[config.mk]
export PLATFORM = sky130hd
export DESIGN_NAME = ts_record_regs
export DESIGN_NICKNAME = d
export VERILOG_FILES = /design/src/shared/ts_record_pkg.sv /design/src/rtl/ts_hour_decode.sv /design/src/rtl/ts_bcd_check.sv /design/src/rtl/ts_record_regs.sv
export SDC_FILE = /design/constraint.sdc
export NUM_CORES = 1
export LEC_CHECK = 0
export BUFFER_PORTS_ARGS = -buffer_cell sky130_fd_sc_hd__buf_2
export CAP_MARGIN = 0
export CORE_ASPECT_RATIO = 1.4
export CORE_MARGIN = 5
export CORE_UTILIZATION = 55
export DETAILED_ROUTE_END_ITERATION = 10
export GPL_TIMING_DRIVEN = 0
export PLACE_DENSITY = 0.94
export SYNTH_ARGS = -nofsm -noshare
export SYNTH_HDL_FRONTEND = slang
export SYNTH_HIERARCHICAL = 1
export SYNTH_SLANG_ARGS = --single-unit
[constraint.sdc]
create_clock -name core_clk_i -period 4.03 [get_ports core_clk_i]
set_clock_uncertainty 0.1 [all_clocks]
set_input_delay 1.209 -clock core_clk_i [delete_from_list [all_inputs] [get_ports core_clk_i]]
set_output_delay 1.209 -clock core_clk_i [all_outputs]
set_load 0.1 [all_outputs]
[src/shared/ts_record_pkg.sv]
// ****************************************************************
// timestamp record register constants and carrier types
// ****************************************************************
package ts_record_pkg;

  // ****************************************************************
  // register map: printed offsets are register indices
  // ****************************************************************
  localparam int        NUM_REGS        = 8;
  localparam int        APB_ADDR_W      = 12;
  localparam logic [7:0] IDX_R1_MINUTES = 8'h2a; // record1_minutes
  localparam logic [7:0] IDX_R1_HOURS   = 8'h2b; // record1_hours
  localparam logic [7:0] IDX_R1_DAY     = 8'h2c; // record1_day_of_month
  localparam logic [7:0] IDX_R1_MONTH   = 8'h2d; // record1_month_century
  localparam logic [7:0] IDX_R1_YEAR    = 8'h2e; // record1_year
  localparam logic [7:0] IDX_R1_TRIGGER = 8'h2f; // record1_trigger_source
  localparam logic [7:0] IDX_R2_SUBSEC  = 8'h30; // record2_subsecond
  localparam logic [7:0] IDX_R2_SECONDS = 8'h31; // record2_seconds
  localparam logic [7:0] IDX_BASE       = IDX_R1_MINUTES;
  localparam logic [7:0] IDX_LAST       = IDX_R2_SECONDS;

  // ****************************************************************
  // local slot numbers inside the register array
  // ****************************************************************
  localparam logic [2:0] SLOT_MIN     = 3'h0;
  localparam logic [2:0] SLOT_HOUR    = 3'h1;
  localparam logic [2:0] SLOT_DATE    = 3'h2;
  localparam logic [2:0] SLOT_MONTH   = 3'h3;
  localparam logic [2:0] SLOT_YEAR    = 3'h4;
  localparam logic [2:0] SLOT_TRIGGER = 3'h5;
  localparam logic [2:0] SLOT_SUBSEC  = 3'h6;
  localparam logic [2:0] SLOT_SEC     = 3'h7;

  // ****************************************************************
  // reset value and writable bits per slot (reserved read zero)
  // ****************************************************************
  localparam logic [7:0] REG_RESET = 8'h00;
  localparam logic [7:0] WR_MASK [NUM_REGS] = '{
    8'h7f, 8'h7f, 8'h3f, 8'h9f, 8'hff, 8'h0f, 8'h7f, 8'h7f};

  // ****************************************************************
  // hour byte fields
  // ****************************************************************
  localparam int HOUR_MODE_BIT         = 6; // set: 12-hour counting
  localparam int HOUR_TWENTY_OR_PM_BIT = 5; // pm flag or bcd 20
  localparam int HOUR_TENS_DIGIT_BIT   = 4; // bcd 10

  // ****************************************************************
  // trigger-source flag bits
  // ****************************************************************
  localparam int LOW_BACKUP_TRIGGER_FLAG_BIT  = 3;
  localparam int TO_BACKUP_TRIGGER_FLAG_BIT   = 2;
  localparam int TO_MAIN_TRIGGER_FLAG_BIT     = 1;
  localparam int EVENT_INPUT_TRIGGER_FLAG_BIT = 0;

  // ****************************************************************
  // bcd range checks: slot, tens mask, largest value
  // ****************************************************************
  localparam int        NUM_BCD = 5;
  localparam logic [2:0] BCD_SLOT [NUM_BCD] = '{
    SLOT_MIN, SLOT_SEC, SLOT_DATE, SLOT_MONTH, SLOT_YEAR};
  localparam logic [3:0] BCD_TENS_MASK [NUM_BCD] = '{
    4'h7, 4'h7, 4'h3, 4'h1, 4'hf};
  localparam logic [7:0] BCD_MAX [NUM_BCD] = '{
    8'h3b, 8'h3b, 8'h1f, 8'h0c, 8'h63};

  // ****************************************************************
  // carrier types
  // ****************************************************************
  typedef struct packed {
    logic [7:0] subsec; // binary fraction, bit 6 = 1/2 s
    logic [7:0] sec;    // bcd seconds
    logic [7:0] min;    // bcd minutes
    logic [7:0] hour;   // hour byte
    logic [7:0] date;   // bcd day of month
    logic [7:0] month;  // century and bcd month
    logic [7:0] year;   // bcd year
  } time_snapshot_t;

  typedef struct packed {
    logic low_backup;  // low backup voltage detected
    logic to_backup;   // main to backup switchover
    logic to_main;     // backup to main switchover
    logic event_input; // digital event input edge
  } trigger_src_t;

  typedef struct packed {
    logic       mode12;  // 12-hour counting
    logic       pm;      // afternoon in 12-hour counting
    logic [4:0] hour24;  // hour as 0..23 binary
    logic       ok;      // byte is a legal hour
  } hour_info_t;

endpackage

[src/rtl/ts_hour_decode.sv]
`timescale 1ns/1ps
// ****************************************************************
// hour byte decoder
// ****************************************************************
module ts_hour_decode (
  // stored hour byte
  input  wire logic [7:0]                  hour_byte_i,
  // decoded view
  output ts_record_pkg::hour_info_t         info_o
);

  logic [3:0] units;   // units-of-hours digit
  logic [5:0] base;    // tens plus units
  logic [5:0] sum24;   // base plus twenty weight

  // ****************************************************************
  // decode 12/24 hour formats
  // ****************************************************************
  always_comb begin
    units = hour_byte_i[3:0];
    base  = {2'b00, units} + (hour_byte_i[ts_record_pkg::HOUR_TENS_DIGIT_BIT]
            ? 6'h0a : 6'h00);
    sum24 = base + (hour_byte_i[ts_record_pkg::HOUR_TWENTY_OR_PM_BIT]
            ? 6'h14 : 6'h00);
    info_o.mode12 = hour_byte_i[ts_record_pkg::HOUR_MODE_BIT];
    info_o.pm     = hour_byte_i[ts_record_pkg::HOUR_MODE_BIT]
                  & hour_byte_i[ts_record_pkg::HOUR_TWENTY_OR_PM_BIT];
    if (hour_byte_i[ts_record_pkg::HOUR_MODE_BIT]) begin
      // 12-hour: 1..12, bit 5 is pm
      info_o.ok = (units <= 4'h9) && (base >= 6'h01) && (base <= 6'h0c);
      if (info_o.ok) begin
        info_o.hour24 = 5'((base == 6'h0c ? 6'h00 : base)
                      + (info_o.pm ? 6'h0c : 6'h00));
      end else begin
        info_o.hour24 = 5'h00;
      end
    end else begin
      // 24-hour: 0..23, bit 5 weighs twenty
      info_o.ok = (units <= 4'h9) && (sum24 <= 6'h17)
                && !(hour_byte_i[5] && hour_byte_i[4]);
      info_o.hour24 = info_o.ok ? sum24[4:0] : 5'h00;
    end
  end

endmodule // ts_hour_decode

[src/rtl/ts_bcd_check.sv]
`timescale 1ns/1ps
// ****************************************************************
// bcd field range checker
// ****************************************************************
module ts_bcd_check #(
  parameter logic [3:0] TENS_MASK = 4'h7, // valid tens bits
  parameter logic [7:0] MAX_VALUE = 8'h3b // largest legal value
) (
  // stored field byte
  input  wire logic [7:0] field_i,
  // range result
  output logic            ok_o
);

  logic [7:0] binary; // tens*10 + units

  // ****************************************************************
  // digit and range check
  // ****************************************************************
  always_comb begin
    binary = 8'(field_i[7:4] & TENS_MASK) * 8'h0a + {4'h0, field_i[3:0]};
    ok_o   = (field_i[3:0] <= 4'h9) && (binary <= MAX_VALUE);
  end

endmodule // ts_bcd_check

[src/rtl/ts_record_regs.sv]
`timescale 1ns/1ps
module ts_record_regs (
  // clock and reset
  input  wire logic                          core_clk_i,
  input  wire logic                          reset_n_i,
  // apb slave
  input  wire logic                          psel_i,
  input  wire logic                          penable_i,
  input  wire logic                          pwrite_i,
  input  wire logic [11:0]                   paddr_i,
  input  wire logic [31:0]                   pwdata_i,
  output logic                               pready_o,
  output logic [31:0]                        prdata_o,
  output logic                               pslverr_o,
  // capture from timekeeping logic, same clock
  input  wire logic                          capture1_i,
  input  wire logic                          capture2_i,
  input  wire ts_record_pkg::time_snapshot_t snapshot_i,
  input  wire ts_record_pkg::trigger_src_t   source_i,
  // stored bytes and decoded views
  output logic [7:0][7:0]                    record_bytes_o,
  output ts_record_pkg::hour_info_t          hour_info_o,
  output logic [4:0]                         bcd_ok_o
);

  // ****************************************************************
  // state
  // ****************************************************************
  typedef struct packed {
    logic [7:0][7:0]           rec;     // stored record bytes
    logic                      pready;  // access answer
    logic                      pslverr; // unmapped access
    logic [31:0]               prdata;  // latched read data
    ts_record_pkg::hour_info_t hour;    // decoded hour view
    logic [4:0]                bcd_ok;  // bcd checks per field
  } ts_state_t;

  ts_state_t  state_reg;               // registered state
  ts_state_t  state_next;              // next state
  ts_record_pkg::hour_info_t hour_dec; // decoder result
  logic [4:0] bcd_dec;                 // checker results
  logic [7:0] addr_idx;                // word index of address
  logic [2:0] slot;                    // slot inside the array
  logic       addr_hit;                // address maps a register
  logic       access;                  // apb access phase
  logic       wr_fire;                 // write takes effect
  logic [7:0] wr_slot_hit;             // one-hot write target

  // ****************************************************************
  // address decode
  // ****************************************************************
  always_comb begin
    addr_idx = paddr_i[9:2];
    addr_hit = (paddr_i[11:10] == 2'h0) && (paddr_i[1:0] == 2'h0)
             && (addr_idx >= ts_record_pkg::IDX_BASE)
             && (addr_idx <= ts_record_pkg::IDX_LAST);
    slot     = 3'(addr_idx - ts_record_pkg::IDX_BASE);
    access   = psel_i && penable_i;
    // write lands on the edge where pready is seen high
    wr_fire  = access && state_reg.pready && pwrite_i && addr_hit;
  end

  // ****************************************************************
  // per-slot write strobes
  // ****************************************************************
  for (genvar g = 0; g < ts_record_pkg::NUM_REGS; g++) begin : g_wr
    assign wr_slot_hit[g] = wr_fire && (slot == 3'(g));
  end

  // ****************************************************************
  // decoders
  // ****************************************************************
  ts_hour_decode u_hour (
    .hour_byte_i (state_reg.rec[ts_record_pkg::SLOT_HOUR]),
    .info_o      (hour_dec)
  );

  for (genvar b = 0; b < ts_record_pkg::NUM_BCD; b++) begin : g_bcd
    ts_bcd_check #(
      .TENS_MASK (ts_record_pkg::BCD_TENS_MASK[b]),
      .MAX_VALUE (ts_record_pkg::BCD_MAX[b])
    ) u_check (
      .field_i (state_reg.rec[ts_record_pkg::BCD_SLOT[b]]),
      .ok_o    (bcd_dec[b])
    );
  end

  // ****************************************************************
  // next-state logic
  // ****************************************************************
  always_comb begin
    state_next = state_reg;
    // apb answer one cycle into the access phase
    if (access && !state_reg.pready) begin
      state_next.pready  = 1'b1;
      state_next.pslverr = !addr_hit;
      state_next.prdata  = addr_hit ? {24'h000000, state_reg.rec[slot]}
                                    : 32'h00000000;
    end else begin
      state_next.pready  = 1'b0;
      state_next.pslverr = 1'b0;
    end
    // software write, reserved bits forced low
    for (int i = 0; i < ts_record_pkg::NUM_REGS; i++) begin
      if (wr_slot_hit[i]) begin
        state_next.rec[i] = pwdata_i[7:0] & ts_record_pkg::WR_MASK[i];
      end
    end
    // capture of record one wins over a write
    if (capture1_i) begin
      state_next.rec[ts_record_pkg::SLOT_MIN] = snapshot_i.min
        & ts_record_pkg::WR_MASK[ts_record_pkg::SLOT_MIN];
      state_next.rec[ts_record_pkg::SLOT_HOUR] = snapshot_i.hour
        & ts_record_pkg::WR_MASK[ts_record_pkg::SLOT_HOUR];
      state_next.rec[ts_record_pkg::SLOT_DATE] = snapshot_i.date
        & ts_record_pkg::WR_MASK[ts_record_pkg::SLOT_DATE];
      state_next.rec[ts_record_pkg::SLOT_MONTH] = snapshot_i.month
        & ts_record_pkg::WR_MASK[ts_record_pkg::SLOT_MONTH];
      state_next.rec[ts_record_pkg::SLOT_YEAR] = snapshot_i.year
        & ts_record_pkg::WR_MASK[ts_record_pkg::SLOT_YEAR];
      // trigger source flags
      state_next.rec[ts_record_pkg::SLOT_TRIGGER] = 8'h00;
      state_next.rec[ts_record_pkg::SLOT_TRIGGER]
        [ts_record_pkg::LOW_BACKUP_TRIGGER_FLAG_BIT] =
        source_i.low_backup;
      state_next.rec[ts_record_pkg::SLOT_TRIGGER]
        [ts_record_pkg::TO_BACKUP_TRIGGER_FLAG_BIT] =
        source_i.to_backup;
      state_next.rec[ts_record_pkg::SLOT_TRIGGER]
        [ts_record_pkg::TO_MAIN_TRIGGER_FLAG_BIT] =
        source_i.to_main;
      state_next.rec[ts_record_pkg::SLOT_TRIGGER]
        [ts_record_pkg::EVENT_INPUT_TRIGGER_FLAG_BIT] =
        source_i.event_input;
    end
    // capture of record two head
    if (capture2_i) begin
      state_next.rec[ts_record_pkg::SLOT_SUBSEC] = snapshot_i.subsec
        & ts_record_pkg::WR_MASK[ts_record_pkg::SLOT_SUBSEC];
      state_next.rec[ts_record_pkg::SLOT_SEC] = snapshot_i.sec
        & ts_record_pkg::WR_MASK[ts_record_pkg::SLOT_SEC];
    end
    // decoded views, one cycle behind storage
    state_next.hour   = hour_dec;
    state_next.bcd_ok = bcd_dec;
  end

  // ****************************************************************
  // state register
  // ****************************************************************
  always_ff @(posedge core_clk_i or negedge reset_n_i) begin
    if (!reset_n_i) begin
      state_reg <= '0;
    end else begin
      state_reg <= state_next;
    end
  end

  // ****************************************************************
  // outputs, straight from flops
  // ****************************************************************
  assign pready_o       = state_reg.pready;
  assign prdata_o       = state_reg.prdata;
  assign pslverr_o      = state_reg.pslverr;
  assign record_bytes_o = state_reg.rec;
  assign hour_info_o    = state_reg.hour;
  assign bcd_ok_o       = state_reg.bcd_ok;

  // ****************************************************************
  // assertion helpers
  // ****************************************************************
  logic [5:0] exp_hour_bcd; // expected hour from tens and units
  assign exp_hour_bcd = (state_reg.rec[1][4] ? 6'h0a : 6'h00)
                      + {2'b00, state_reg.rec[1][3:0]};
endmodule // ts_record_regs

# Yosys cells after proc, flatten, opt, wreduce, memory -nomap -nowiden
# Index checks and enable logic that the tools add are counted.
word_totals:
  register_bits: 111
  in_bits: 111
op_classes:
  addsub: 9
  n_mul: 5
  order_cmp: 17
  eq_ne: 8
  mux: 21
  bitwise_logic: 1
  reduce_logical: 40
ops:
  columns: ["cell", "n"]
  rows:
  - ["$mux 8", 10]
  - ["$mux 48", 1]
  - ["$add 8x4->8", 5]
  - ["$logic_and 1x1->1", 26]
  - ["$bmux 8 s3", 1]
  - ["$le 4x4->1 const B", 6]
  - ["$le 8x6->1 const B", 3]
  - ["$mux 5", 4]
  - ["$mux 16", 1]
  - ["$reduce_bool 2->1", 8]
  - ["$eq 3x3->1 const B", 4]
  - ["$mul 3x3->6 const B", 2]
  - ["$ge 8x6->1 const B", 1]
  - ["$le 8x4->1 const B", 1]
  - ["$le 8x5->1 const B", 1]
  - ["$le 8x7->1 const B", 1]
  - ["$mux 4", 2]
  - ["$mul 4x3->7 const B", 1]
  - ["$add 6x6->6", 1]
  - ["$eq 3x2->1 const B", 2]
  - ["$eq 6x4->1 const B", 1]
  - ["$ge 6x1->1 const B", 1]
  - ["$le 6x4->1 const B", 1]
  - ["$le 6x5->1 const B", 1]
  - ["13 further kinds", 16]

# Logic depth before layout (Yosys ltp)
# Gate-level depths: netlist (run 1).
depth:
  word_depth: 8
  ltp_mapped: 9
  mapped_depth_nobuf: 9

# By module
# Netlist (run 1), hierarchy kept.
modules_own_cells:
  columns: ["mod", "n_inst", "cells_each", "area_each_um2", "seq_area_each_um2"]
  rows:
  - ["ts_record_regs", 1, 528, 4807.1, 1876.8]
  - ["ts_hour_decode", 1, 42, 369.1, 0.0]
  - ["ts_bcd_check at g_bcd[0].u_check ...", 2, 20, 176.4, 0.0]
  - ["ts_bcd_check at g_bcd[4].u_check", 1, 38, 300.3, 0.0]
  - ["ts_bcd_check at g_bcd[2].u_check", 1, 10, 81.3, 0.0]
  - ["ts_bcd_check at g_bcd[3].u_check", 1, 9, 76.3, 0.0]

# Least setup slack after synthesis (run 1)
# No wires, ideal clock.
synth_timing:
  path_kind: "flip-flop to flip-flop"
  startpoint: "reg state_reg, in the netlist record_bytes_o[11]"
  endpoint: "reg state_reg, in the netlist hour_info_o[4]"
  t_arrival_ns: 3.077
  path_slack_ns: 0.732
  stages_incl_launch_ff: 9
  path_buffers: 0
  cell_sequence: "dfrtp_1 inv_1 ha_1 a31oi_1 inv_1 o31a_1 ha_1 fa_1 a32o_2"
synth_lines:
  columns: ["item", "line_no", "source"]
  rows:
  - ["from (decl)", "ts_record_regs.sv:38", "ts_state_t state_reg;"]
  - ["from (signal assigned)", "ts_record_regs.sv:155", "state_reg <= state_next;"]

# Final worst setup path (run 1)
layout_timing:
  startpoint: "in paddr_i[11]"
  endpoint: "reg state_reg, in the netlist record_bytes_o[57]"
layout_between:
  elab_chain_len: 7
layout_lines:
  columns: ["item", "line_no", "source"]
  rows:
  - ["from (decl)", "ts_record_regs.sv:10", "input wire logic [11:0] paddr_i,"]
  - ["$logic_not 2->1", "ts_record_regs.sv:54", "addr_hit = (paddr_i[11:10] == 2'h0) && (paddr_i[1:0] == 2'h0)"]
  - ["$logic_and 1x1->1", "ts_record_regs.sv:54", null]
  - ["$logic_and 1x1->1", "ts_record_regs.sv:55", "&& (addr_idx >= ts_record_pkg::IDX_BASE)"]
  - ["$logic_and 1x1->1", "ts_record_regs.sv:56", "&& (addr_idx <= ts_record_pkg::IDX_LAST);"]
  - ["$logic_and 1x1->1", "ts_record_regs.sv:60", "wr_fire = access && state_reg.pready && pwrite_i && addr_hit;"]
  - ["$logic_and 1x1->1", "ts_record_regs.sv:67", "assign wr_slot_hit[g] = wr_fire && (slot == 3'(g));"]
  - ["$reduce_bool 2->1 (no line)", null, null]
# Every way passes these cells.
# A chain may end at the register's enable or synchronous reset.

==> impl_metrics.prom, run 1 <==
# TYPE chip_impl_metric gauge
chip_impl_metric{name="hold_viol_final",unit=""} 0
chip_impl_metric{name="buffer_ports.inserted",unit=""} 150
chip_impl_metric{name="cts_buffers",unit=""} 9
chip_impl_metric{name="initial_core_util",unit=""} 0.557
chip_impl_metric{name="synth_seq_cells",unit=""} 75
chip_impl_metric{name="utilization",unit=""} 0.685
chip_impl_metric{name="maximum_number_of_pins_on_one_net_before_global_route_repair",unit=""} 40
chip_impl_info{name="cell_breakdown_of_the_critical_path",value="buf_2 -> nor4b_1 -> clkbuf_1 -> buf_2 -> a41oi_1 -> a21oi_1"} 1
chip_impl_metric{name="relSlewSlack",unit=""} 0.226
chip_impl_metric{name="cts_num_sinks",unit=""} 75
chip_impl_metric{name="postLayoutCellArea",unit="sq um"} 7360
chip_impl_metric{name="post-cts-setup-buffer-count",unit=""} 0
chip_impl_metric{name="synth.yosys.seq_area_share",unit=""} 0.313
chip_impl_metric{name="antenna_violations_before_repair",unit=""} 0
chip_impl_metric{name="pins_over_slew_limit",unit=""} 0
chip_impl_metric{name="fmax",unit="GHz"} 0.309
chip_impl_metric{name="timing.hold.worst_path_depth",unit=""} 2
chip_impl_metric{name="num_antenna_cells",unit=""} 0
chip_impl_metric{name="power-per-cell-area",unit="nW/um^2"} 429
chip_impl_metric{name="cts_htree_levels",unit=""} 3
chip_impl_metric{name="share_seq_of_total_power",unit=""} 0.290
chip_impl_metric{name="synthCells",unit=""} 667
chip_impl_metric{name="timing.critical_path.slowest_cell_delay",unit="ns"} 0.97
chip_impl_metric{name="synth.top_cell.area_share",unit=""} 0.313
chip_impl_info{name="synth.cells.most_frequent",value="sky130_fd_sc_hd__dfrtp_1, sky130_fd_sc_hd__a21oi_1, sky130_fd_sc_hd__nor2b_1"} 1
chip_impl_metric{name="routed_via_density",unit=""} 6.16
chip_impl_metric{name="min_period",unit="ns"} 3.24
chip_impl_metric{name="worst_r2r_path_depth",unit=""} 8
chip_impl_metric{name="clkLatencyLatePin",unit="ns"} 0.34
chip_impl_metric{name="crit_path_max_fanout",unit=""} 10
chip_impl_metric{name="io_pins",unit=""} 222
chip_impl_metric{name="drt_iter0_drc",unit=""} 610
chip_impl_metric{name="power.leakage",unit="nW"} 3.35
chip_impl_metric{name="finalWirelength",unit="um"} 20800
chip_impl_metric{name="post_synth_instance_area",unit="sq um"} 5990
chip_impl_metric{name="drt.antenna.violating_nets",unit=""} 0
chip_impl_info{name="timing_worst_setup_path_type",value="primary input to flop"} 1
chip_impl_metric{name="detailed_place_hpwl",unit="um"} 15900
chip_impl_metric{name="internal_power",unit="mW"} 1.65
chip_impl_metric{name="coreArea",unit="sq um"} 10800
chip_impl_metric{name="area_growth_from_synthesis_to_layout",unit="%"} 23.0
chip_impl_info{name="worstSetupEndpointType",value="flop"} 1
chip_impl_metric{name="power.switching_fraction",unit=""} 0.478
chip_impl_metric{name="wire_per_inst",unit="um"} 20.6
chip_impl_metric{name="timing.final.crit_share",unit=""} 0.803
chip_impl_metric{name="gr-total-overflow",unit=""} 0
chip_impl_metric{name="data_required_time_of_the_worst_path",unit="ns"} 4.20
chip_impl_metric{name="syn-mean-instance-area",unit="sq um"} 8.98
chip_impl_metric{name="critPathArrivalTime",unit="ns"} 3.41
chip_impl_metric{name="share_clk_of_total_power",unit=""} 0.255
chip_impl_metric{name="hold_ws",unit="ns"} 0.377
chip_impl_metric{name="globalRouteTotalUtil",unit=""} 0.310
chip_impl_metric{name="die-area",unit="sq um"} 13100
chip_impl_metric{name="route.vias.total",unit=""} 6220
chip_impl_info{name="cts_root_buf",value="sky130_fd_sc_hd__clkbuf_16"} 1
chip_impl_metric{name="max-vdd-ir-drop",unit="uV"} 321
chip_impl_info{name="tritoncts_clock_tree",value="done"} 1
chip_impl_metric{name="cts_buffer_depth",unit=""} 2
chip_impl_info{name="synthFlopType",value="sky130_fd_sc_hd__dfrtp_1"} 1
chip_impl_metric{name="detail_route.drc_violations",unit=""} 0
chip_impl_metric{name="worstMarginPinSlew",unit="ns"} 1.14
chip_impl_info{name="run_status",value="finished clean"} 1
chip_impl_metric{name="dpl_cell_area",unit="sq um"} 7070
chip_impl_metric{name="comb_power_share",unit=""} 0.454
chip_impl_metric{name="floorplan.die.width",unit="um"} 98.2
chip_impl_metric{name="total_of_hold_buffers_inserted_after_clock_tree_synthesis",unit=""} 0
chip_impl_metric{name="setup_viol",unit=""} 0
chip_impl_metric{name="layout_cell_share_with_drive_strength_beyond_1",unit=""} 0.284
chip_impl_info{name="timing.critical_path.from_type",value="primary input"} 1
chip_impl_metric{name="synth_edf_count",unit=""} 0
chip_impl_metric{name="worst_setup_hold_path_clk_slew",unit="ns"} 0.06
chip_impl_info{name="crit_path_top_delay_cell",value="sky130_fd_sc_hd__nor4b_1"} 1
chip_impl_metric{name="placement_row_count",unit=""} 45
chip_impl_metric{name="first_pass_iters",unit=""} 5
chip_impl_info{name="grt_setup_unrepaired",value="no"} 1
chip_impl_metric{name="fin_setup_tns",unit="ns"} 0
chip_impl_metric{name="first_pass_grt_wire_length",unit="um"} 32100
chip_impl_metric{name="gpl.final_weighted_congestion",unit=""} 0.993
chip_impl_metric{name="cts.repair.resized",unit=""} 0
chip_impl_info{name="synth_largest_area_cell",value="sky130_fd_sc_hd__dfrtp_1"} 1
chip_impl_metric{name="synth.distinct_cells",unit=""} 61
chip_impl_metric{name="die_height",unit="um"} 133
chip_impl_info{name="min_path_type",value="flop to flop"} 1
chip_impl_metric{name="grt_pass1_vias",unit=""} 6243
chip_impl_metric{name="cap_viol_max_count",unit=""} 0
chip_impl_info{name="path_common_cell",value="sky130_fd_sc_hd__buf_2"} 1
chip_impl_info{name="most_numerous_cell_in_the_yosys_netlist",value="sky130_fd_sc_hd__dfrtp_1"} 1
chip_impl_metric{name="netSwitchingPower",unit="mW"} 1.51
chip_impl_info{name="synthTopCellsByArea",value="sky130_fd_sc_hd__dfrtp_1, sky130_fd_sc_hd__a41oi_1, sky130_fd_sc_hd__ha_1, sky130_fd_sc_hd__o31ai_1, sky130_fd_sc_hd__nor2b_1"} 1
chip_impl_metric{name="async_reset_ff_frac",unit=""} 1.00
chip_impl_metric{name="final_net_count",unit=""} 1014
chip_impl_metric{name="synthesis.yosys.warnings",unit=""} 6
[cell type report]
type,instances,area (sq um)
timing repair buffer,151,773
inverter,19,71.3
buffer,97,532
sequential,75,1880
fill,891,3390
clock buffer,10,229
tap,141,176
clock inverter,6,65.1
multi-input combinational,511,3640
[critical path: cells and delay by family]
kind	cells	cell delay, ns
buffers and inverters	3	0.83
AOI/OAI and AO/OA	2	0.39
and+or+nand+nor	1	0.97
[power by group through the flow]
| stage | Combinational (mW) | Clock, mW | Sequential, mW |
|---|---|---|---|
| 5_1_grt | 1.51 | 0.837 | 0.925 |
| 3_5_place_dp | 1.42 | 0 | 0.925 |
| 3_3_place_gp | 1.39 | 0 | 0.923 |
| 6_report | 1.44 | 0.807 | 0.917 |
| 2_1_floorplan | 0.608 | 0 | 1.44 |
| 4_1_cts | 1.42 | 0.812 | 0.913 |
[flip-flops by register name, summed over array words and instances (netlist names)]
register and flops:
record_bytes_o 52, bcd_ok_o 5, prdata_o 8, pready_o 1
pslverr_o 1, hour_info_o 8
[path summary, 6_finish.rpt]
check | from | slack [ns] | end
max in group asynchronous | reset_n_i | 2.52 | record_bytes_o[51]
setup reg to reg | record_bytes_o[12] | 1.04 | hour_info_o[4]
hold / removal | prdata_o[2] | 0.38 | prdata_o[2]
setup / recovery | paddr_i[11] | 0.79 | record_bytes_o[57]
hold reg to reg | prdata_o[2] | 0.38 | prdata_o[2]
min in group asynchronous | reset_n_i | 0.73 | bcd_ok_o[0]
[cell usage in the layout, fill, tap and decap left out, types with 5 or more instances in the layout]
| cell type | count |
|---|---|
| sky130_fd_sc_hd__buf_4 | 38 |
| sky130_fd_sc_hd__a41oi_1 | 48 |
| sky130_fd_sc_hd__mux2i_1 | 10 |
| sky130_fd_sc_hd__and3_1 | 5 |
| sky130_fd_sc_hd__clkbuf_16 | 9 |
| sky130_fd_sc_hd__nor3_1 | 5 |
| sky130_fd_sc_hd__nand3_1 | 6 |
| sky130_fd_sc_hd__mux4_2 | 10 |
| sky130_fd_sc_hd__clkbuf_1 | 37 |
| sky130_fd_sc_hd__nor2b_1 | 55 |
| sky130_fd_sc_hd__a31oi_1 | 6 |
| sky130_fd_sc_hd__dfrtp_1 | 75 |
| sky130_fd_sc_hd__o31ai_1 | 53 |
| sky130_fd_sc_hd__or4_1 | 6 |
| sky130_fd_sc_hd__fa_1 | 6 |
| sky130_fd_sc_hd__inv_1 | 19 |
| sky130_fd_sc_hd__nor3b_1 | 8 |
| sky130_fd_sc_hd__ha_1 | 33 |
| sky130_fd_sc_hd__buf_2 | 172 |
| sky130_fd_sc_hd__nand2_1 | 32 |
| sky130_fd_sc_hd__a21oi_1 | 62 |
| sky130_fd_sc_hd__o21ai_1 | 5 |
| sky130_fd_sc_hd__nand4_1 | 5 |
| sky130_fd_sc_hd__o21ai_0 | 15 |
| sky130_fd_sc_hd__nand2b_1 | 12 |
| sky130_fd_sc_hd__nor2_1 | 42 |
| sky130_fd_sc_hd__conb_1 | 36 |
[per-layer routing]
| metal | wire length [um] | GRT usage |
|---|---|---|
| met5 | 0 | 0 |
| met4 | 1410 | 0.215 |
| met3 | 1920 | 0.0540 |
| met2 | 10100 | 0.514 |
| met1 | 7390 | 0.363 |
[kinds of logic after synthesis]
logic type | share of synthesized area
DFF | 0.313
other | 0.000626
and+or+nand+nor | 0.174
adders and majority gates | 0.0890
xor gates and xnor gates | 0.0130
muxes | 0.0543
buffers and inverters | 0.101
AOI/OAI and AO/OA | 0.255
[per-stage QoR]
stage | total power [mW] | setup slack [ns] | cells
after floorplan | 2.05 | 0.732 | 702
after global placement | 2.31 | 0.584 | 993
after detailed placement | 2.34 | 0.530 | 994
after CTS | 3.15 | 0.882 | 1010
final | 3.16 | 0.793 | 1010
after global routing | 3.27 | 0.773 | 1010
No activity file was read; power rests on OpenSTA's default activity.
==> run 2, diff against run 1 <==
--- a/config.mk
+++ b/config.mk
@@ -9,10 +9,10 @@
 export CAP_MARGIN = 0
 export CORE_ASPECT_RATIO = 1.4
 export CORE_MARGIN = 5
-export CORE_UTILIZATION = 55
+export CORE_UTILIZATION = 46
 export DETAILED_ROUTE_END_ITERATION = 10
 export GPL_TIMING_DRIVEN = 0
-export PLACE_DENSITY = 0.94
+export PLACE_DENSITY = 0.84
 export SYNTH_ARGS = -nofsm -noshare
 export SYNTH_HDL_FRONTEND = slang
 export SYNTH_HIERARCHICAL = 1
==> constraint.sdc (replaced) <==
create_clock -name core_clk_i -period 2.89 [get_ports core_clk_i]
set_clock_uncertainty 0.1 [all_clocks]
set_input_delay 0.867 -clock core_clk_i [delete_from_list [all_inputs] [get_ports core_clk_i]]
set_output_delay 0.867 -clock core_clk_i [all_outputs]
set_load 0.1 [all_outputs]
==> impl_metrics.prom, run 2 (same netlist as run 1, synthesis figures left out) <==
# TYPE chip_impl_metric gauge
chip_impl_info{name="crit_path_top_delay_cell",value="sky130_fd_sc_hd__dfrtp_4"} 1
chip_impl_metric{name="die-area",unit="sq um"} 15400
chip_impl_metric{name="first_pass_grt_wire_length",unit="um"} 32300
chip_impl_info{name="worstSetupEndpointType",value="flop"} 1
chip_impl_metric{name="antenna_violations_before_repair",unit=""} 1
chip_impl_info{name="run_status",value="finished clean"} 1
chip_impl_metric{name="coreArea",unit="sq um"} 12800
chip_impl_metric{name="max-vdd-ir-drop",unit="uV"} 399
chip_impl_metric{name="layout_cell_share_with_drive_strength_beyond_1",unit=""} 0.290
chip_impl_info{name="busiest_layer",value="met2"} 1
chip_impl_info{name="cell_breakdown_of_the_critical_path",value="ha_1 -> ha_1 -> xor2_2 -> inv_1 -> o31a_1 -> ha_1 -> fa_1 -> a32o_2"} 1
chip_impl_metric{name="groute.layer.met3.usage",unit=""} 0.0436
chip_impl_metric{name="final_net_count",unit=""} 1014
chip_impl_metric{name="timing.final.crit_share",unit=""} 0.973
chip_impl_metric{name="drt.antenna.violating_nets",unit=""} 0
chip_impl_metric{name="dpl_cell_area",unit="sq um"} 7090
chip_impl_metric{name="setup_viol",unit=""} 0
chip_impl_metric{name="io_pins",unit=""} 222
chip_impl_info{name="min_path_type",value="flop to flop"} 1
chip_impl_metric{name="drt_iter0_drc",unit=""} 403
chip_impl_metric{name="clkLatencyLatePin",unit="ns"} 0.35
chip_impl_metric{name="floorplan.die.width",unit="um"} 106
chip_impl_metric{name="grt_pass1_vias",unit=""} 6036
chip_impl_metric{name="cts_buffer_depth",unit=""} 2
chip_impl_metric{name="crit_path_max_fanout",unit=""} 7
chip_impl_metric{name="number_of_flip_flops_under_the_largest_register_name",unit=""} 52
chip_impl_metric{name="num-fill-cells",unit=""} 1189
chip_impl_metric{name="area_growth_from_synthesis_to_layout",unit="%"} 24.2
chip_impl_metric{name="pre_cts_ws",unit="ns"} -0.191
chip_impl_metric{name="cts.repair.resized",unit=""} 0
chip_impl_metric{name="area.sequential",unit="sq um"} 1890
chip_impl_metric{name="data_required_time_of_the_worst_path",unit="ns"} 3.03
chip_impl_metric{name="initial_core_util",unit=""} 0.467
chip_impl_metric{name="critPathArrivalTime",unit="ns"} 2.95
chip_impl_metric{name="first_pass_iters",unit=""} 5
chip_impl_metric{name="detailed_place_hpwl",unit="um"} 16500
chip_impl_metric{name="post-cts-setup-buffer-count",unit=""} 0
chip_impl_info{name="path_common_cell",value="sky130_fd_sc_hd__ha_1"} 1
chip_impl_metric{name="cts_htree_levels",unit=""} 3
chip_impl_metric{name="finalWirelength",unit="um"} 21000
chip_impl_metric{name="wire_per_inst",unit="um"} 20.6
chip_impl_metric{name="power-per-cell-area",unit="nW/um^2"} 609
chip_impl_metric{name="cts_buffers",unit=""} 9
chip_impl_metric{name="buffer_ports.inserted",unit=""} 150
chip_impl_metric{name="fin_setup_tns",unit="ns"} 0
chip_impl_metric{name="cts_num_sinks",unit=""} 75
chip_impl_metric{name="fin_total_pwr",unit="mW"} 4.53
chip_impl_metric{name="gr-total-overflow",unit=""} 0
chip_impl_info{name="cts_root_buf",value="sky130_fd_sc_hd__clkbuf_16"} 1
chip_impl_metric{name="route.vias.total",unit=""} 6116
chip_impl_metric{name="total_of_hold_buffers_inserted_after_clock_tree_synthesis",unit=""} 0
chip_impl_info{name="tritoncts_clock_tree",value="done"} 1
chip_impl_metric{name="worst_setup_hold_path_clk_slew",unit="ns"} 0.06
chip_impl_metric{name="worstMarginPinSlew",unit="ns"} 0.943
chip_impl_metric{name="grt_use_met2",unit=""} 0.459
chip_impl_info{name="timing.critical_path.from_type",value="flop"} 1
chip_impl_metric{name="timing.critical_path.slowest_cell_delay",unit="ns"} 0.52
chip_impl_metric{name="gpl.final_weighted_congestion",unit=""} 0.995
chip_impl_metric{name="routed_via_density",unit=""} 5.98
chip_impl_info{name="layout_common_cells",value="sky130_fd_sc_hd__buf_2, sky130_fd_sc_hd__dfrtp_1, sky130_fd_sc_hd__a21oi_1"} 1
chip_impl_metric{name="postLayoutCellArea",unit="sq um"} 7440
chip_impl_metric{name="relSlewSlack",unit=""} 0.363
chip_impl_metric{name="hold_viol_final",unit=""} 0
chip_impl_metric{name="maximum_number_of_pins_on_one_net_before_global_route_repair",unit=""} 39
chip_impl_metric{name="groute.layer.met1.usage",unit=""} 0.321
chip_impl_info{name="grt_setup_unrepaired",value="no"} 1
chip_impl_info{name="timing_worst_setup_path_type",value="flop to flop"} 1
chip_impl_metric{name="die_height",unit="um"} 145
chip_impl_metric{name="globalRouteTotalUtil",unit=""} 0.270
chip_impl_metric{name="power.leakage",unit="nW"} 3.36
chip_impl_metric{name="min_period",unit="ns"} 2.81
chip_impl_metric{name="detail_route.drc_violations",unit=""} 0
chip_impl_metric{name="setup_ws",unit="ns"} 0.0790
chip_impl_info{name="final_common_cell",value="sky130_fd_sc_hd__buf_2"} 1
chip_impl_metric{name="placement_row_count",unit=""} 49
chip_impl_metric{name="pins_over_slew_limit",unit=""} 0
chip_impl_metric{name="fmax",unit="GHz"} 0.356
chip_impl_metric{name="multi_input_comb_area",unit="sq um"} 3660
chip_impl_metric{name="cap_viol_max_count",unit=""} 0
-- run 2: routing by layer --
layer  share of wire  up-vias
met5               0        -
met4           0.057        0
met3           0.068       73
met2            0.50      304
met1            0.37     2933
li1                -     2806
-- run 2: through the flow --
step                utilization  instances  hold slack, ns
floorplan                     -        702           0.471
finish                    0.580       1023           0.376
global route              0.580       1023           0.411
detailed placement        0.554       1006           0.370
CTS                       0.579       1022           0.377
global placement          0.552       1005           0.359
-- run 2: worst paths after layout --
check / from / end / slack (ns) / depth (start not counted)
max: record_bytes_o[12] / hour_info_o[4] / 0.08 / 8
min reg2reg: prdata_o[7] / prdata_o[7] / 0.38 / 2
max in group asynchronous: reset_n_i / prdata_o[1] / 1.70 / 2
min: prdata_o[7] / prdata_o[7] / 0.38 / 2
min in group asynchronous: reset_n_i / record_bytes_o[11] / 0.39 / 1
max reg2reg: record_bytes_o[12] / hour_info_o[4] / 0.08 / 8
-- run 2: cell type report --
| type | count | area share |
|---|---|---|
| Multi-Input combinational cell | 511 | 0.492 |
| Inverter | 19 | 0.00959 |
| Sequential cell | 75 | 0.254 |
| Clock inverter | 4 | 0.00993 |
| Timing Repair Buffer | 151 | 0.104 |
| Tap cell | 153 | 0.0257 |
| Clock buffer | 12 | 0.0331 |
| Buffer | 97 | 0.0715 |
| Antenna cell | 1 | 0.000337 |
-- run 2: critical path, delay by kind of cell (launching register included) --
family,cells,cell delay [ns]
adder cells (fa/ha/maj),4,1.09
AO/OA/AOI/OAI,2,0.54
flip-flops,1,0.52
buffers and inverters,1,0.13
XOR/XNOR,1,0.31
-- run 2: where the power goes --
group | internal (mW) | switching, mW
logic | 0.482 | 1.53
clock network | 0.780 | 0.451
registers | 1.15 | 0.127
==> run 3, diff against run 2 <==
--- a/config.mk
+++ b/config.mk
@@ -13,6 +13,7 @@
 export DETAILED_ROUTE_END_ITERATION = 10
 export GPL_TIMING_DRIVEN = 0
 export PLACE_DENSITY = 0.84
+export REMOVE_ABC_BUFFERS = 1
 export SYNTH_ARGS = -nofsm -noshare
 export SYNTH_HDL_FRONTEND = slang
 export SYNTH_HIERARCHICAL = 1
==> impl_metrics.prom, run 3 (same netlist as run 1, synthesis figures left out) <==
# TYPE chip_impl_metric gauge
chip_impl_metric{name="critPathArrivalTime",unit="ns"} 2.95
chip_impl_metric{name="coreArea",unit="sq um"} 12800
chip_impl_metric{name="route.vias.total",unit=""} 5908
chip_impl_metric{name="power-per-cell-area",unit="nW/um^2"} 647
chip_impl_info{name="timing_worst_setup_path_type",value="primary input to flop"} 1
chip_impl_metric{name="number_of_flip_flops_under_the_largest_register_name",unit=""} 52
chip_impl_info{name="layout_common_cells",value="sky130_fd_sc_hd__buf_2, sky130_fd_sc_hd__dfrtp_1, sky130_fd_sc_hd__a21oi_1"} 1
chip_impl_info{name="path_common_cell",value="sky130_fd_sc_hd__buf_4"} 1
chip_impl_metric{name="cp.buffers_inverters",unit=""} 4
chip_impl_metric{name="relSlewSlack",unit=""} 0.219
chip_impl_metric{name="min_period",unit="ns"} 2.78
chip_impl_metric{name="finalWirelength",unit="um"} 19500
chip_impl_metric{name="timing.final.crit_share",unit=""} 0.964
chip_impl_metric{name="cap_viol_max_count",unit=""} 0
chip_impl_metric{name="setup_viol",unit=""} 0
chip_impl_metric{name="pins_over_slew_limit",unit=""} 0
chip_impl_info{name="tritoncts_clock_tree",value="done"} 1
chip_impl_metric{name="final_net_count",unit=""} 929
chip_impl_metric{name="placed_cells",unit=""} 920
chip_impl_metric{name="routed_via_density",unit=""} 6.31
chip_impl_metric{name="initial_core_util",unit=""} 0.467
chip_impl_info{name="critPathTopFamily",value="simple AND/OR/NAND/NOR gates"} 1
chip_impl_metric{name="cts_htree_levels",unit=""} 3
chip_impl_metric{name="worst_setup_hold_path_clk_slew",unit="ns"} 0.06
chip_impl_metric{name="wire_per_inst",unit="um"} 20.8
chip_impl_metric{name="detailed_place_hpwl",unit="um"} 14300
chip_impl_metric{name="fin_total_pwr",unit="mW"} 4.60
chip_impl_metric{name="max-vdd-ir-drop",unit="uV"} 326
chip_impl_metric{name="io_pins",unit=""} 222
chip_impl_metric{name="die-area",unit="sq um"} 15400
chip_impl_metric{name="antenna_violations_before_repair",unit=""} 1
chip_impl_metric{name="grt_pass1_vias",unit=""} 5693
chip_impl_info{name="crit_path_top_delay_cell",value="sky130_fd_sc_hd__nor4b_2"} 1
chip_impl_metric{name="hold_viol_final",unit=""} 0
chip_impl_metric{name="drt_iter0_drc",unit=""} 677
chip_impl_metric{name="num-fill-cells",unit=""} 1139
chip_impl_metric{name="number_of_standard_cells_in_the_final_layout_excluding_fillers",unit=""} 937
chip_impl_metric{name="gr-total-overflow",unit=""} 0
chip_impl_info{name="timing.critical_path.from_type",value="primary input"} 1
chip_impl_metric{name="area_growth_from_synthesis_to_layout",unit="%"} 18.7
chip_impl_metric{name="globalRouteTotalUtil",unit=""} 0.244
chip_impl_metric{name="power.leakage",unit="nW"} 3.13
chip_impl_metric{name="fmax",unit="GHz"} 0.359
chip_impl_metric{name="data_required_time_of_the_worst_path",unit="ns"} 3.05
chip_impl_metric{name="worstMarginPinSlew",unit="ns"} 1.17
chip_impl_metric{name="gpl.final_weighted_congestion",unit=""} 0.936
chip_impl_metric{name="first_pass_iters",unit=""} 6
chip_impl_metric{name="die_height",unit="um"} 145
chip_impl_info{name="final_common_cell",value="sky130_fd_sc_hd__buf_2"} 1
chip_impl_metric{name="first_pass_grt_wire_length",unit="um"} 30000
chip_impl_info{name="min_path_type",value="primary input to async pin"} 1
chip_impl_metric{name="drt.antenna.violating_nets",unit=""} 0
chip_impl_info{name="run_status",value="finished clean"} 1
chip_impl_metric{name="cts_buffers",unit=""} 9
chip_impl_metric{name="floorplan.die.width",unit="um"} 106
chip_impl_metric{name="num_antenna_cells",unit=""} 0
chip_impl_metric{name="crit_path_max_fanout",unit=""} 12
chip_impl_metric{name="buffer_ports.inserted",unit=""} 153
chip_impl_info{name="cts_root_buf",value="sky130_fd_sc_hd__clkbuf_16"} 1
chip_impl_metric{name="cts_buffer_depth",unit=""} 2
chip_impl_metric{name="clkLatencyLatePin",unit="ns"} 0.35
chip_impl_metric{name="layout_cell_share_with_drive_strength_beyond_1",unit=""} 0.261
chip_impl_info{name="worstSetupEndpointType",value="flop"} 1
chip_impl_metric{name="detail_route.drc_violations",unit=""} 0
chip_impl_metric{name="maximum_number_of_pins_on_one_net_before_global_route_repair",unit=""} 77
chip_impl_info{name="grt_setup_unrepaired",value="no"} 1
chip_impl_metric{name="hold_ws",unit="ns"} 0.369
chip_impl_metric{name="cts_num_sinks",unit=""} 75
chip_impl_info{name="cell_breakdown_of_the_critical_path",value="buf_2 -> nor4b_2 -> buf_4 -> buf_4 -> buf_4 -> a41oi_1 -> a21oi_1"} 1
chip_impl_metric{name="timing.critical_path.slowest_cell_delay",unit="ns"} 0.90
chip_impl_metric{name="placement_row_count",unit=""} 49
[run 3: repair_timing]
item | in CTS | in global routing
hold buffers | 0 | 0
gates resized for setup | 2 | 2
cloned | 1 | 0
pin swaps | 1 | 0
setup buffers | 0 | 0
setup endpoints to repair | 4 | 42
[run 3: path summary, 6_finish.rpt]
kind	end	cells after the start	slack (ns)	from
hold / removal	bcd_ok_o[4]	1	0.37	reset_n_i
hold reg to reg	prdata_o[4]	2	0.38	prdata_o[4]
setup / recovery	record_bytes_o[50]	7	0.11	paddr_i[11]
max in group asynchronous	hour_info_o[5]	2	1.72	reset_n_i
setup reg to reg	hour_info_o[4]	8	0.13	record_bytes_o[12]
min in group core_clk_i	prdata_o[4]	2	0.38	prdata_o[4]
[run 3: final cells by class]
class | instances | area, sq um | share of cell area
Timing Repair Buffer | 162 | 921 | 0.130
Inverter | 19 | 71.3 | 0.0100
Sequential cell | 75 | 1880 | 0.264
Tap cell | 153 | 191 | 0.0269
Clock buffer | 11 | 233 | 0.0327
Multi-Input combinational cell | 512 | 3690 | 0.519
Clock inverter | 5 | 125 | 0.0176
[run 3: report_power, final]
| part | switching (mW) | internal [mW] | leakage, nW |
|---|---|---|---|
| clock | 0.442 | 0.930 | 0.174 |
| sequential | 0.114 | 1.15 | 0.884 |
| combinational | 1.51 | 0.449 | 2.07 |
[run 3: per-stage QoR]
step	util	area, sq um	TNS [ns]	worst slack [ns]
final	0.555	7110	0	0.105
after global placement	0.511	6540	-252.18	-5.14
after detailed placement	0.525	6720	-11.90	-0.355
after global routing	0.555	7110	0	0.0114
after CTS	0.554	7100	0	0.0133
after floorplan	-	5590	-131.46	-2.83
[run 3: per-layer routing]
metal	up-vias	global-route usage	routed length [um]
li1	2639	-	-
met1	2779	0.295	6970
met2	384	0.400	9410
met3	104	0.0338	1660
met4	2	0.166	1400
met5	-	0	11
[run 3: worst register-to-register path, cell delays in order, from the launching register on]
cell and delay [ns]:
sky130_fd_sc_hd__dfrtp_1 0.49, sky130_fd_sc_hd__inv_1 0.12, sky130_fd_sc_hd__ha_1 0.40, sky130_fd_sc_hd__xor2_2 0.28, sky130_fd_sc_hd__inv_1 0.09, sky130_fd_sc_hd__o31a_1 0.30, sky130_fd_sc_hd__ha_1 0.20, sky130_fd_sc_hd__fa_1 0.43
sky130_fd_sc_hd__a32o_2 0.25
